<file path="config.mk">
export PLATFORM = sky130hd
export DESIGN_NAME = fmss_top
export DESIGN_NICKNAME = d
export VERILOG_FILES = /design/src/fmss_pkg.sv /design/src/fmss_stn_check.sv /design/src/fmss_sync2.sv /design/src/fmss_top.sv
export SDC_FILE = /design/constraint.sdc
export NUM_CORES = 2
export LEC_CHECK = 0
export BUFFER_PORTS_ARGS = -buffer_cell sky130_fd_sc_hd__buf_2
export CAP_MARGIN = 20
export CORE_AREA = 8 8 404 406
export CTS_BUF_LIST = sky130_fd_sc_hd__clkbuf_8
export DETAILED_ROUTE_END_ITERATION = 7
export DIE_AREA = 0 0 412 414
export PLACE_DENSITY_LB_ADDON = 0.25
export RECOVER_POWER = 100
export SLEW_MARGIN = 20
export SYNTH_ARGS = -nofsm -noshare
export SYNTH_HDL_FRONTEND = slang
export SYNTH_HIERARCHICAL = 1
export SYNTH_SLANG_ARGS = --single-unit
</file>
<file path="constraint.sdc">
create_clock -name pclk -period 3.5 [get_ports pclk]
set_input_delay 0.525 -clock pclk [delete_from_list [all_inputs] [get_ports pclk]]
set_output_delay 0.525 -clock pclk [all_outputs]
set_load 0.01 [all_outputs]
</file>
<file path="src/fmss_pkg.sv">
// Purpose: shared constants and types of the field master setup block
// Assumes: apb byte address is four times the shared buffer word index
// Notes:   station words sit at indices 0x20..0x5f, one per station
package fmss_pkg;
	// shared buffer word indices
	localparam logic [6:0] IDX_CFG       = 7'h18;
	localparam logic [6:0] IDX_IRQ_ST    = 7'h19;
	localparam logic [6:0] IDX_IRQ_MSK   = 7'h1a;
	localparam logic [6:0] IDX_LINK_ST   = 7'h1c;
	localparam logic [6:0] IDX_CMD       = 7'h1d;
	localparam logic [6:0] IDX_FLT_LO    = 7'h1e;
	localparam logic [6:0] IDX_FLT_HI    = 7'h1f;
	localparam logic [6:0] IDX_STN_FIRST = 7'h20;
	localparam logic [6:0] IDX_STN_LAST  = 7'h5f;
	localparam int         N_STN         = 64;

	// station information word fields
	localparam int B_NPTS_HI = 4;
	localparam int B_IN      = 8;
	localparam int B_OUT     = 9;
	localparam int B_HEAD    = 11;
	localparam int B_RSV     = 15;

	// link status word and command word bits
	localparam int B_DONE    = 4;
	localparam int B_RERUN   = 0;

	// interrupt bits
	localparam int IRQ_W     = 3;
	localparam int IRQ_DONE  = 0;
	localparam int IRQ_FLT   = 1;
	localparam int IRQ_RATE  = 2;
	localparam logic [2:0] IRQ_MSK_RST = 3'h0;

	// switch positions (switch n is bit n-1)
	localparam int SW_RATE0  = 0;
	localparam int SW_RATE1  = 1;
	localparam int SW_PT     = 2;
	localparam int SW_UNUSED0 = 3;
	localparam int SW_UNUSED1 = 4;
	localparam int SW_OP0    = 5;
	localparam int SW_OP1    = 6;
	localparam int SW_UNUSED2 = 7;

	// switch settle time before the one-time sample
	localparam int CLK_NS     = 10;
	localparam int SETTLE_NS  = 1000;
	localparam int SETTLE_CYC = (SETTLE_NS + CLK_NS - 1) / CLK_NS;

	typedef enum logic [1:0] {
		RATE_156K = 2'h0,
		RATE_625K = 2'h1,
		RATE_2M5  = 2'h2,
		RATE_BAD  = 2'h3
	} fmss_rate_t;

	typedef enum logic [2:0] {
		ST_SETTLE  = 3'h1,
		ST_RUN     = 3'h2,
		ST_COLLECT = 3'h4
	} fmss_state_t;
endpackage : fmss_pkg

</file>
<file path="src/fmss_stn_check.sv">
// Purpose: per-station fault and activity decision
// Assumes: present comes from link logic on the same clock
// Notes:   reserved stations still exchange data but raise no fault
`timescale 1ns/10ps
module fmss_stn_check (
	// station information word
	input  wire logic [15:0] info,
	// link state
	input  wire logic        present,
	input  wire logic        online,
	// decision
	output logic             fault,
	output logic             active
);
	logic configured;

	// a word with points or direction flags names a configured station
	always_comb begin
		configured = (|info[fmss_pkg::B_NPTS_HI:0]) | info[fmss_pkg::B_IN]
		             | info[fmss_pkg::B_OUT];
		active = configured;
		fault  = online & configured & ~info[fmss_pkg::B_RSV] & ~present;
	end
endmodule : fmss_stn_check

</file>
<file path="src/fmss_sync2.sv">
// Purpose: two-flop synchroniser for asynchronous pin levels
// Assumes: inputs are slow levels such as switches
// Notes:   first stage feeds only the second stage
`timescale 1ns/10ps
module fmss_sync2 #(
	parameter int W = 1
) (
	// clock and reset
	input  wire logic         pclk,
	input  wire logic         presetn,
	// levels
	input  wire logic [W-1:0] d_async,
	output logic      [W-1:0] q_sync
);
	logic [W-1:0] meta_r;
	logic [W-1:0] meta_nxt;
	logic [W-1:0] sync_nxt;

	// next values are the pin and the first stage
	always_comb begin
		meta_nxt = d_async;
		sync_nxt = meta_r;
	end

	always_ff @(posedge pclk or negedge presetn) begin
		if (!presetn) begin
			meta_r <= '0;
			q_sync <= '0;
		end else begin
			meta_r <= meta_nxt;
			q_sync <= sync_nxt;
		end
	end
endmodule : fmss_sync2

</file>
<file path="src/fmss_top.sv">
// Purpose: switch decode, station information words and supervision
// Assumes: apb slave, zero wait states, registered read data
// Notes:   switches are read once after reset; changes need a new reset
//
// The register addresses and the APB interface to the registers were decided locally.
`timescale 1ns/10ps
// Operation
// - reserved station that is present still exchanges data, no fault reported
// - rerun of auto assignment rewrites all station words, clearing reserved flags
// - configured, unreserved, absent station reports a wire-break fault; the code flags it only in online mode in ST_RUN
// - composite module word has input and output bits both set
// - head-station bit set only in first unit of a multi-unit module
// - rate switches: off/off 156k, on/off 625k, off/on 2.5M; on/on forbidden
// - point switch on selects 16-point, off selects 4-point mode
// - operation switches: off/off online, on/off auto-assign, off/on test
// - end of collection sets bit 4 of word 28
// - bit 15 of each station word is the reserved flag
// - station words occupy word 32 (station 1) to word 95 (station 64)
module fmss_top (
	// clock and reset
	input  wire logic        pclk,
	input  wire logic        presetn,
	// apb slave
	input  wire logic        psel,
	input  wire logic        penable,
	input  wire logic        pwrite,
	input  wire logic [11:0] paddr,
	input  wire logic [31:0] pwdata,
	output logic      [31:0] prdata,
	output logic             pready,
	output logic             pslverr,
	// setting switches (pins)
	input  wire logic [7:0]  sw_pin,
	// link scanner
	input  wire logic [63:0] stn_present,
	input  wire logic        disc_valid,
	input  wire logic [5:0]  disc_stn,
	input  wire logic [4:0]  disc_npts,
	input  wire logic        disc_in,
	input  wire logic        disc_out,
	input  wire logic        disc_first,
	input  wire logic        disc_end,
	output logic             assign_run,
	// decoded configuration
	output logic [1:0]       rate_code,
	output logic             point_mode_select,
	output logic             mode_online,
	output logic             mode_assign,
	output logic             mode_test,
	output logic [63:0]      stn_active,
	// interrupt
	output logic             irq
);
	logic [7:0]              sw_s;
	logic [63:0]             flt_vec;
	fmss_pkg::fmss_state_t   st_r, st_nxt;
	logic [7:0]              cnt_r, cnt_nxt;
	logic [7:0]              sw_r, sw_nxt;
	logic [15:0]             mem_r [64];
	logic [15:0]             mem_nxt [64];
	logic                    done_r, done_nxt;
	logic [63:0]             flt_r;
	logic [2:0]              ist_r, ist_nxt;
	logic [2:0]              imsk_r, imsk_nxt;
	logic [31:0]             rd_r, rd_nxt;
	logic [6:0]              idx;
	logic                    wr_acc, rd_set, mapped, is_stn;
	logic                    start_col, rate_bad;
	logic [5:0]              sidx;

	// switch pins cross into the clock domain first
	fmss_sync2 #(.W(8)) u_sw_sync (
		.pclk    (pclk),
		.presetn (presetn),
		.d_async (sw_pin),
		.q_sync  (sw_s)
	);

	// one checker per station word
	genvar gi;
	generate
		for (gi = 0; gi < fmss_pkg::N_STN; gi++) begin : g_stn
			fmss_stn_check u_chk (
				.info    (mem_r[gi]),
				.present (stn_present[gi]),
				.online  (mode_online & (st_r == fmss_pkg::ST_RUN)),
				.fault   (flt_vec[gi]),
				.active  (stn_active[gi])
			);
		end
	endgenerate

	// apb decode, byte address is four times the word index
	always_comb begin
		idx    = paddr[8:2];
		is_stn = (idx >= fmss_pkg::IDX_STN_FIRST) && (idx <= fmss_pkg::IDX_STN_LAST);
		sidx   = idx[5:0] - fmss_pkg::IDX_STN_FIRST[5:0];
		mapped = is_stn && (paddr[11:9] == 3'h0) && (paddr[1:0] == 2'h0);
		case (idx)
			fmss_pkg::IDX_CFG, fmss_pkg::IDX_IRQ_ST, fmss_pkg::IDX_IRQ_MSK,
			fmss_pkg::IDX_LINK_ST, fmss_pkg::IDX_CMD, fmss_pkg::IDX_FLT_LO,
			fmss_pkg::IDX_FLT_HI: begin
				mapped = (paddr[11:9] == 3'h0) && (paddr[1:0] == 2'h0);
			end
			default: begin
			end
		endcase
		wr_acc  = psel & penable & pwrite & mapped;
		rd_set  = psel & ~penable & ~pwrite;
		pready  = 1'b1;
		pslverr = psel & penable & ~mapped;
	end

	// decode of the sampled switches
	always_comb begin
		rate_code = {sw_r[fmss_pkg::SW_RATE1], sw_r[fmss_pkg::SW_RATE0]};
		rate_bad  = (rate_code == fmss_pkg::RATE_BAD);
		point_mode_select = sw_r[fmss_pkg::SW_PT];
		mode_online = ~sw_r[fmss_pkg::SW_OP0] & ~sw_r[fmss_pkg::SW_OP1];
		mode_assign =  sw_r[fmss_pkg::SW_OP0] & ~sw_r[fmss_pkg::SW_OP1];
		mode_test   = ~sw_r[fmss_pkg::SW_OP0] &  sw_r[fmss_pkg::SW_OP1];
		assign_run  = (st_r == fmss_pkg::ST_COLLECT);
	end

	// sequencer: settle, sample switches once, then run or collect
	always_comb begin
		st_nxt    = st_r;
		cnt_nxt   = cnt_r;
		sw_nxt    = sw_r;
		start_col = 1'b0;
		case (st_r)
			fmss_pkg::ST_SETTLE: begin
				cnt_nxt = cnt_r + 8'h01;
				if (cnt_r == 8'(fmss_pkg::SETTLE_CYC - 1)) begin
					sw_nxt = sw_s;
					st_nxt = fmss_pkg::ST_RUN;
					// assignment starts by itself when powered up in that mode
					if (sw_s[fmss_pkg::SW_OP0] & ~sw_s[fmss_pkg::SW_OP1]) begin
						st_nxt    = fmss_pkg::ST_COLLECT;
						start_col = 1'b1;
					end
				end
			end
			fmss_pkg::ST_RUN: begin
				// software rerun only honoured in auto-assign mode
				if (wr_acc && idx == fmss_pkg::IDX_CMD && pwdata[fmss_pkg::B_RERUN]
				    && mode_assign) begin
					st_nxt    = fmss_pkg::ST_COLLECT;
					start_col = 1'b1;
				end
			end
			fmss_pkg::ST_COLLECT: begin
				if (disc_end) begin
					st_nxt = fmss_pkg::ST_RUN;
				end
			end
			default: begin
				st_nxt = fmss_pkg::ST_SETTLE;
			end
		endcase
	end

	always_ff @(posedge pclk or negedge presetn) begin
		if (!presetn) begin
			st_r  <= fmss_pkg::ST_SETTLE;
			cnt_r <= 8'h00;
			sw_r  <= 8'h00;
		end else begin
			st_r  <= st_nxt;
			cnt_r <= cnt_nxt;
			sw_r  <= sw_nxt;
		end
	end

	// station words: software writes, cleared and refilled by collection
	always_comb begin
		for (int i = 0; i < fmss_pkg::N_STN; i++) begin
			mem_nxt[i] = start_col ? 16'h0000 : mem_r[i];
		end
		if (wr_acc && is_stn) begin
			mem_nxt[sidx] = pwdata[15:0];
		end
		// discovered unit overrides a write in the same cycle
		if (assign_run && disc_valid) begin
			mem_nxt[disc_stn] = 16'h0000;
			mem_nxt[disc_stn][fmss_pkg::B_NPTS_HI:0] = disc_npts;
			mem_nxt[disc_stn][fmss_pkg::B_IN]   = disc_in;
			mem_nxt[disc_stn][fmss_pkg::B_OUT]  = disc_out;
			mem_nxt[disc_stn][fmss_pkg::B_HEAD] = disc_first;
			mem_nxt[disc_stn][fmss_pkg::B_RSV]  = 1'b0;
		end
	end

	always_ff @(posedge pclk or negedge presetn) begin
		if (!presetn) begin
			for (int i = 0; i < fmss_pkg::N_STN; i++) begin
				mem_r[i] <= 16'h0000;
			end
		end else begin
			for (int i = 0; i < fmss_pkg::N_STN; i++) begin
				mem_r[i] <= mem_nxt[i];
			end
		end
	end

	// completion flag, faults and interrupt status
	always_comb begin
		done_nxt = done_r;
		if (start_col) begin
			done_nxt = 1'b0;
		end
		if (assign_run && disc_end) begin
			done_nxt = 1'b1;
		end
		imsk_nxt = imsk_r;
		ist_nxt  = ist_r;
		if (wr_acc && idx == fmss_pkg::IDX_IRQ_MSK) begin
			imsk_nxt = pwdata[2:0];
		end
		if (wr_acc && idx == fmss_pkg::IDX_IRQ_ST) begin
			ist_nxt = ist_r & ~pwdata[2:0];
		end
		// set after clear so a same-cycle event is never lost
		if (assign_run && disc_end) begin
			ist_nxt[fmss_pkg::IRQ_DONE] = 1'b1;
		end
		if (|(flt_vec & ~flt_r)) begin
			ist_nxt[fmss_pkg::IRQ_FLT] = 1'b1;
		end
		if (rate_bad && st_r == fmss_pkg::ST_RUN) begin
			ist_nxt[fmss_pkg::IRQ_RATE] = 1'b1;
		end
		irq = |(ist_r & imsk_r);
	end

	always_ff @(posedge pclk or negedge presetn) begin
		if (!presetn) begin
			done_r <= 1'b0;
			flt_r  <= 64'h0;
			ist_r  <= 3'h0;
			imsk_r <= fmss_pkg::IRQ_MSK_RST;
		end else begin
			done_r <= done_nxt;
			flt_r  <= flt_vec;
			ist_r  <= ist_nxt;
			imsk_r <= imsk_nxt;
		end
	end

	// read data captured in the setup phase, held through access
	always_comb begin
		rd_nxt = rd_r;
		if (rd_set) begin
			rd_nxt = 32'h0;
			// refused addresses fall to the default and read zero
			if (mapped && is_stn) begin
				rd_nxt[15:0] = mem_r[sidx];
			end
			case (mapped ? idx : 7'h00)
				fmss_pkg::IDX_CFG: begin
					// unused switches shown so a misset is visible
					rd_nxt[7:0] = sw_r;
					rd_nxt[8]   = (st_r != fmss_pkg::ST_SETTLE);
				end
				fmss_pkg::IDX_IRQ_ST:  rd_nxt[2:0] = ist_r;
				fmss_pkg::IDX_IRQ_MSK: rd_nxt[2:0] = imsk_r;
				fmss_pkg::IDX_LINK_ST: rd_nxt[fmss_pkg::B_DONE] = done_r;
				fmss_pkg::IDX_CMD:     rd_nxt[fmss_pkg::B_RERUN] = assign_run;
				fmss_pkg::IDX_FLT_LO:  rd_nxt = flt_r[31:0];
				fmss_pkg::IDX_FLT_HI:  rd_nxt = flt_r[63:32];
				default: begin
				end
			endcase
		end
	end

	always_ff @(posedge pclk or negedge presetn) begin
		if (!presetn) begin
			rd_r <= 32'h0;
		end else begin
			rd_r <= rd_nxt;
		end
	end

	assign prdata = rd_r;
endmodule : fmss_top

</file>
# Yosys cells after proc, flatten, opt, wreduce, memory -nomap -nowiden
# Index checks and enable logic that the tools add are counted.
[word_totals]
wordCells = 786
register_bits = 1162
input_bits = 137
output_inout_bits = 106
[op_classes]
muxes = 112
n_eq_ne = 23
order_cmp = 6
addsub = 2
bitwise_logic = 476
reduce_logical = 91
[op_table]
columns = ["operator", "n"]
rows = [
  ["bitwise mux 1024 bit", 5],
  ["bitwise AND 1024 bit", 2],
  ["2-to-1 mux 1024 bit", 2],
  ["NOT 1024 bit", 2],
  ["2-to-1 mux 16 bit", 70],
  ["demux 16 bit (select 6 bit)", 7],
  ["OR reduction 5 bit", 64],
  ["bitwise AND 1 bit", 203],
  ["NOT 1 bit", 134],
  ["OR 1 bit", 128],
  ["equality test 7 x 5 -> 1 bit (second input constant)", 14],
  ["binary-select mux 16 bit (select 6 bit)", 1],
  ["bitwise AND 64 bit", 1],
  ["NOT 64 bit", 1],
  ["OR reduction 64 bit", 1],
  ["one-hot mux 23 bit (2 select lines)", 1],
  ["logical AND 1 bit", 16],
  ["2-to-1 mux 3 bit", 5],
  ["greater-or-equal comparator 7 bit (second input constant)", 2],
  ["< comparator 7 x 1 -> 1 bit (second input constant)", 2],
  ["NOT 6 -> 7 bit", 2],
  ["2-to-1 mux 12 bit", 1],
  ["one-hot mux 4 bit (3 select lines)", 1],
  ["2-to-1 mux 10 bit", 1],
  ["other kinds (31)", 44],
]

# Longest topological paths before layout
[logic_depth]
depth_word = 21
depth_mapped = 11
ltp_nobuf = 10

# Modules after synthesis
# The synthesis kept the hierarchy.
[modules_own_cells]
columns = ["module", "area_each_um2", "cells_each", "n_inst", "seq_area_each_um2"]
rows = [
  ["fmss_top", 60052.6, 6728, 1, 28678.8],
  ["fmss_stn_check", 28.8, 5, 64, 0.0],
  ["fmss_sync2", 400.4, 16, 1, 400.4],
]

# Worst setup path after synthesis
# OpenSTA, ideal clock, no wires.
[synth_path]
path_kind = "flip-flop to flip-flop"
from = "reg st_r[0]"
to = "reg ist_r[1]"
t_required_ns = 3.361
stages_incl_launch_ff = 12
n_path_buf = 1
synth_period_minus_slack_ns = 3.081
arrival_time_ns = 2.943
setup_time_ns = 0.139
path_slack_ns = 0.419
cell_sequence = "dfstp_2 buf_4 nor3b_1 and2_1 inv_1 a2111oi_1 inv_1 o22ai_1 or4_1 nor4_1 nand4_1 or4_1"
[synth_via]
elab_chain_len = 8
word_cells_on_any_way = 198
classes_between = "eq/ne: 1; mux: 1; bitwise: 194; reduce/logical: 2"
[synth_rtl]
columns = ["item", "line", "rtl"]
rows = [
  ["start: declaration", "fmss_top.sv:56", "fmss_pkg::fmss_state_t st_r, st_nxt;"],
  ["start signal: assignment", "fmss_top.sv:165", "st_r <= fmss_pkg::ST_SETTLE;"],
  ["start signal: assignment", "fmss_top.sv:169", "st_r <= st_nxt;"],
  ["equality test 3 x 2 -> 1 bit (*)", "fmss_top.sv:86", ".online (mode_online & (st_r == fmss_pkg::ST_RUN)),"],
  ["bitwise AND 1 bit (*)", "fmss_top.sv:86", ""],
  ["bitwise AND 1 bit (*) (3 in series)", "fmss_stn_check.sv:22", "fault = online & configured & ~info[fmss_pkg::B_RSV] & ~present;"],
  ["named net flt_vec[44]", "fmss_top.sv:55", "logic [63:0] flt_vec;"],
  ["bitwise AND 64 bit (*)", "fmss_top.sv:227", "if (|(flt_vec & ~flt_r)) begin"],
  ["OR reduction 64 bit (*)", "fmss_top.sv:227", ""],
  ["2-to-1 mux 1 bit or nonzero test 2 bit (tied branches)", "--", ""],
  ["end signal: assignment", "fmss_top.sv:245", "ist_r <= ist_nxt;"],
  ["end: declaration", "fmss_top.sv:63", "logic [2:0] ist_r, ist_nxt;"],
]
# Mark *: on every way through the listed nets, which the timed path passes. The rest lies on a longest branch.
# A chain may end at the register's enable or synchronous reset.

==> impl_metrics.tcl <==
set metrics [dict create \
    synth_warnings 6 \
    layout_commonest_cell "dfrtp_1" \
    period_minus_slack_ns 3.605 \
    timing.fmax_mhz 277.4 \
    skew_ns 0.07773 \
    min_path_cells 4 \
    cp_common_cell "buf_4" \
    grt_pass1_vias 59410 \
    drtAntennaViolNets 0 \
    synth_top_family_by_area "simple AND/OR/NAND/NOR gates" \
    rsz0062_at_grt "no" \
    wl_per_cell_um 31.37 \
    min_period_over_period_pct 103.0 \
    die_h_um 414 \
    grt_max_degree 105 \
    slew_viol_final 58 \
    grt_pass1_wl_um 436600 \
    path_max_fanout 22 \
    rrSetupSlack_ns 0 \
    numCtsBuffers 202 \
    status "complete, but fails checks" \
    swShare_pct 27.61 \
    netlist_area_mm2 0.06229 \
    die_x_um 412 \
    p_comb_share_pct 8.0 \
    rr_startpoint "st_r[0]$_DFFE_PN1P_" \
    crit_arrival_ns 4.50 \
    cts-htree-levels 4 \
    p_seq_share_pct 46.0 \
    yosys.area_share.adder_pct 0.02009 \
    async_reset_ff_share_pct 100.0 \
    hpwlAfterDp_um 212000 \
    clockBufferDepth 3 \
    crit_path_start_kind "input port" \
    fp-row-count 146 \
    synth_edf_count 0 \
    synth_compound_area_share_pct 16.19 \
    clock_sinks 1162 \
    synthSimpleGateAreaFrac_pct 22.53 \
    gp_congestion 1.069 \
    port_buffers 225 \
    clk_pin_slew_ns 0.06 \
    synth_seq_area_share_pct 46.68 \
    post_cts_buffers 0 \
    ctsRootBufferMaster "clkbuf_8" \
    cp_cell_sequence "clkbuf_2 -> clkbuf_1 -> or2_2 -> nor2_1 -> buf_4 -> and2_0 -> nand2_1 -> buf_4 -> nand3_1 -> a31oi_1" \
    overflow 0 \
    yosys_register_bits 1162 \
    netlist-cell-type-count 82 \
    layout-drive-gt1-share_pct 17.05 \
    synth_mux_area_share_pct 8.839 \
    pwr_density_cell_mw_per_mm2 403.1 \
    cap_violations 1 \
    start_util_pct 39.65 \
    dieArea_mm2 0.1706 \
    worstMarginPinSlew_ns 3.131 \
    dp_cells 9286 \
    drcViolationCount 0 \
    synth_xor_xnor_area_share_pct 0.1125 \
    r2r_cells 8 \
    hold_viol_final 0 \
    cts_tree "yes" \
    worstSetupPathType "input port to flop" \
    r2r-end "mem_r[317]$_DFF_PN0_" \
    min_from "pwdata[5]" \
    dr.pass1.iters 7 \
    final_cell_mix "1161 x dfrtp_1, 1129 x nand2_1, 895 x a21oi_1" \
    synthCells 7064 \
    insertion_delay_ns 0.99 \
    hold_path_class "input port to flop" \
    drt_wl_total_um 305800 \
    core-area_mm2 0.1571 \
    setup_viol 72 \
    relSlewSlack_pct -108.7 \
    dr_total_vias 62920 \
    grt_usage_pct 34.48 \
    endpoint_kind "flop" \
    nNetsFinal 7633 \
    cp_slowest_cell "clkbuf_2" \
    ios 243 \
    vias_per_cell 6.455 \
    p_int_mw 21.38 \
    violations "max-capacitance violations, max-slew violations, negative setup slack" \
    area_growth_pct 17.63 \
    synth_ff_type "dfrtp_1" \
    vdd_drop_max_v 0.0004571 \
    p_leak_nw 32.42 \
    synth_nets 7202 \
    drt_iter0_drc 9761 \
    clockPowerShare_pct 46.0 \
    synth.avg_cell_area_um2 8.819 \
    hold_path_end "mem_r[565]$_DFF_PN0_" \
    cp.required_ns 4.40 \
    antenna_found_initial 32 \
    p_sw_mw 8.156 \
    p_total_mw 29.54 \
    fin_cells 9747 \
    slowest_delay_ns 1.06 \
    fin_ws_ns -0.1052 \
]
==> sequential cells by signal, indices dropped and copies added, names as in the netlist, 8 cells and up <==
name	flops
cnt_r	8
mem_r	1024
flt_r	64
u_sw_sync/meta_r	8
sw_r	8
prdata	32
u_sw_sync/q_sync	8
==> logic make-up (layout without fill, tap and decap cells) <==
group	Yosys count	count (layout)
adders and majority gates	1	1
buffers and inverters	796	1387
and+or+nand+nor	3062	3062
DFF	1162	1162
other	1	21
AOI/OAI and AO/OA	1738	1738
xor gates and xnor gates	8	8
muxes	296	296
==> per-stage QoR <==
step                setup slack (ns)  hold slack [ns]  TNS, ns  util (%)  area, um2
floorplan                     0.4189           0.2294        0         -      62290
global placement             0.05063           0.3341        0     43.68      68620
detailed placement           0.02202           0.3347        0     43.68      68620
CTS                           0.1056          0.01491        0     46.94      73750
global route                 0.01123          0.07188        0     46.62      73230
finish                       -0.1052          0.09997   -2.860     46.64      73280
==> repair_timing <==
item | in CTS | in global routing
setup endpoints to repair | 1 | 1
hold buffers | 77 | 0
gates resized for setup | 1 | 3
hold endpoints to repair | 238 | 0
==> cell type report <==
cell class / instances / area [um2]
Fill cell: 15240 / 83830
Multi-Input combinational cell: 5106 / 29850
Sequential cell: 1162 / 29080
Timing Repair Buffer: 889 / 6849
Clock buffer: 272 / 3744
Tap cell: 2072 / 2592
Clock inverter: 92 / 604.3
Inverter: 134 / 504.2
Antenna cell: 20 / 50.05
==> metal layers <==
metal	GRT usage (%)	part of all wire, %
met1	45.18	37
met2	49.94	42
met3	11.99	14
met4	18.66	7.0
met5	0	0.037
==> worst max-delay path, delay by kind of cell <==
kind | cells | cell delay, ns
AOI/OAI and AO/OA | 1 | 0.22
and+or+nand+nor | 5 | 1.38
buffers and inverters | 4 | 2.30
==> worst max path at each step <==
stage / startpoint / endpoint / slack (ns)
floorplan: st_r[0]$_DFFE_PN1P_ / ist_r[1]$_DFFE_PN0P_ / 0.42
global placement: paddr[9] / mem_r[227]$_DFF_PN0_ / 0.05
detailed placement: st_r[1]$_DFFE_PN0P_ / ist_r[1]$_DFFE_PN0P_ / 0.02
CTS: st_r[1]$_DFFE_PN0P_ / ist_r[1]$_DFFE_PN0P_ / 0.11
global route: st_r[0]$_DFFE_PN1P_ / mem_r[817]$_DFF_PN0_ / 0.01
finish: paddr[2] / mem_r[216]$_DFF_PN0_ / -0.11
==> synth_stat cells, types with 6 or more instances <==
library cell / number / area (um2)
nand3b_1: 7 / 52.55
or3b_2: 6 / 52.55
buf_6: 17 / 191.4
a31oi_1: 243 / 1520
o21ai_0: 116 / 580.6
dfrtp_1: 1161 / 29050
a221oi_1: 65 / 569.3
o22ai_1: 67 / 419.2
nand2b_1: 6 / 37.54
a21oi_1: 895 / 4479
clkbuf_1: 387 / 1453
nor4_1: 77 / 481.7
buf_2: 213 / 1066
mux2_2: 53 / 596.8
and2_1: 87 / 544.3
a22oi_1: 19 / 142.6
inv_1: 133 / 499.2
and3_1: 225 / 1408
a2111oi_1: 64 / 640.6
or2_2: 9 / 56.30
nor2_1: 508 / 1907
a21o_1: 27 / 202.7
mux4_2: 198 / 4459
a211oi_1: 16 / 120.1
nor3b_1: 7 / 52.55
o211ai_1: 6 / 45.04
mux2i_1: 45 / 450.4
o32ai_1: 8 / 70.07
nand2_1: 1128 / 4234
buf_4: 33 / 247.7
o21a_1: 33 / 247.7
nor2b_1: 8 / 50.05
buf_1: 12 / 45.04
nand3_1: 829 / 4149
nand4_1: 11 / 68.82
o21ai_1: 142 / 710.7
nor3_1: 117 / 585.6
==> power by group through the flow <==
stage          combinational (mW)  sequential (mW)  clock (mW)
6_report                     2.37             13.6        13.6
2_1_floorplan               0.809             13.8           0
3_5_place_dp                 2.25             13.8           0
5_1_grt                      2.40             13.6        14.3
3_3_place_gp                 2.24             13.8           0
4_1_cts                      2.32             13.6        13.7
Note: power is estimated with default switching activity, not from simulation.
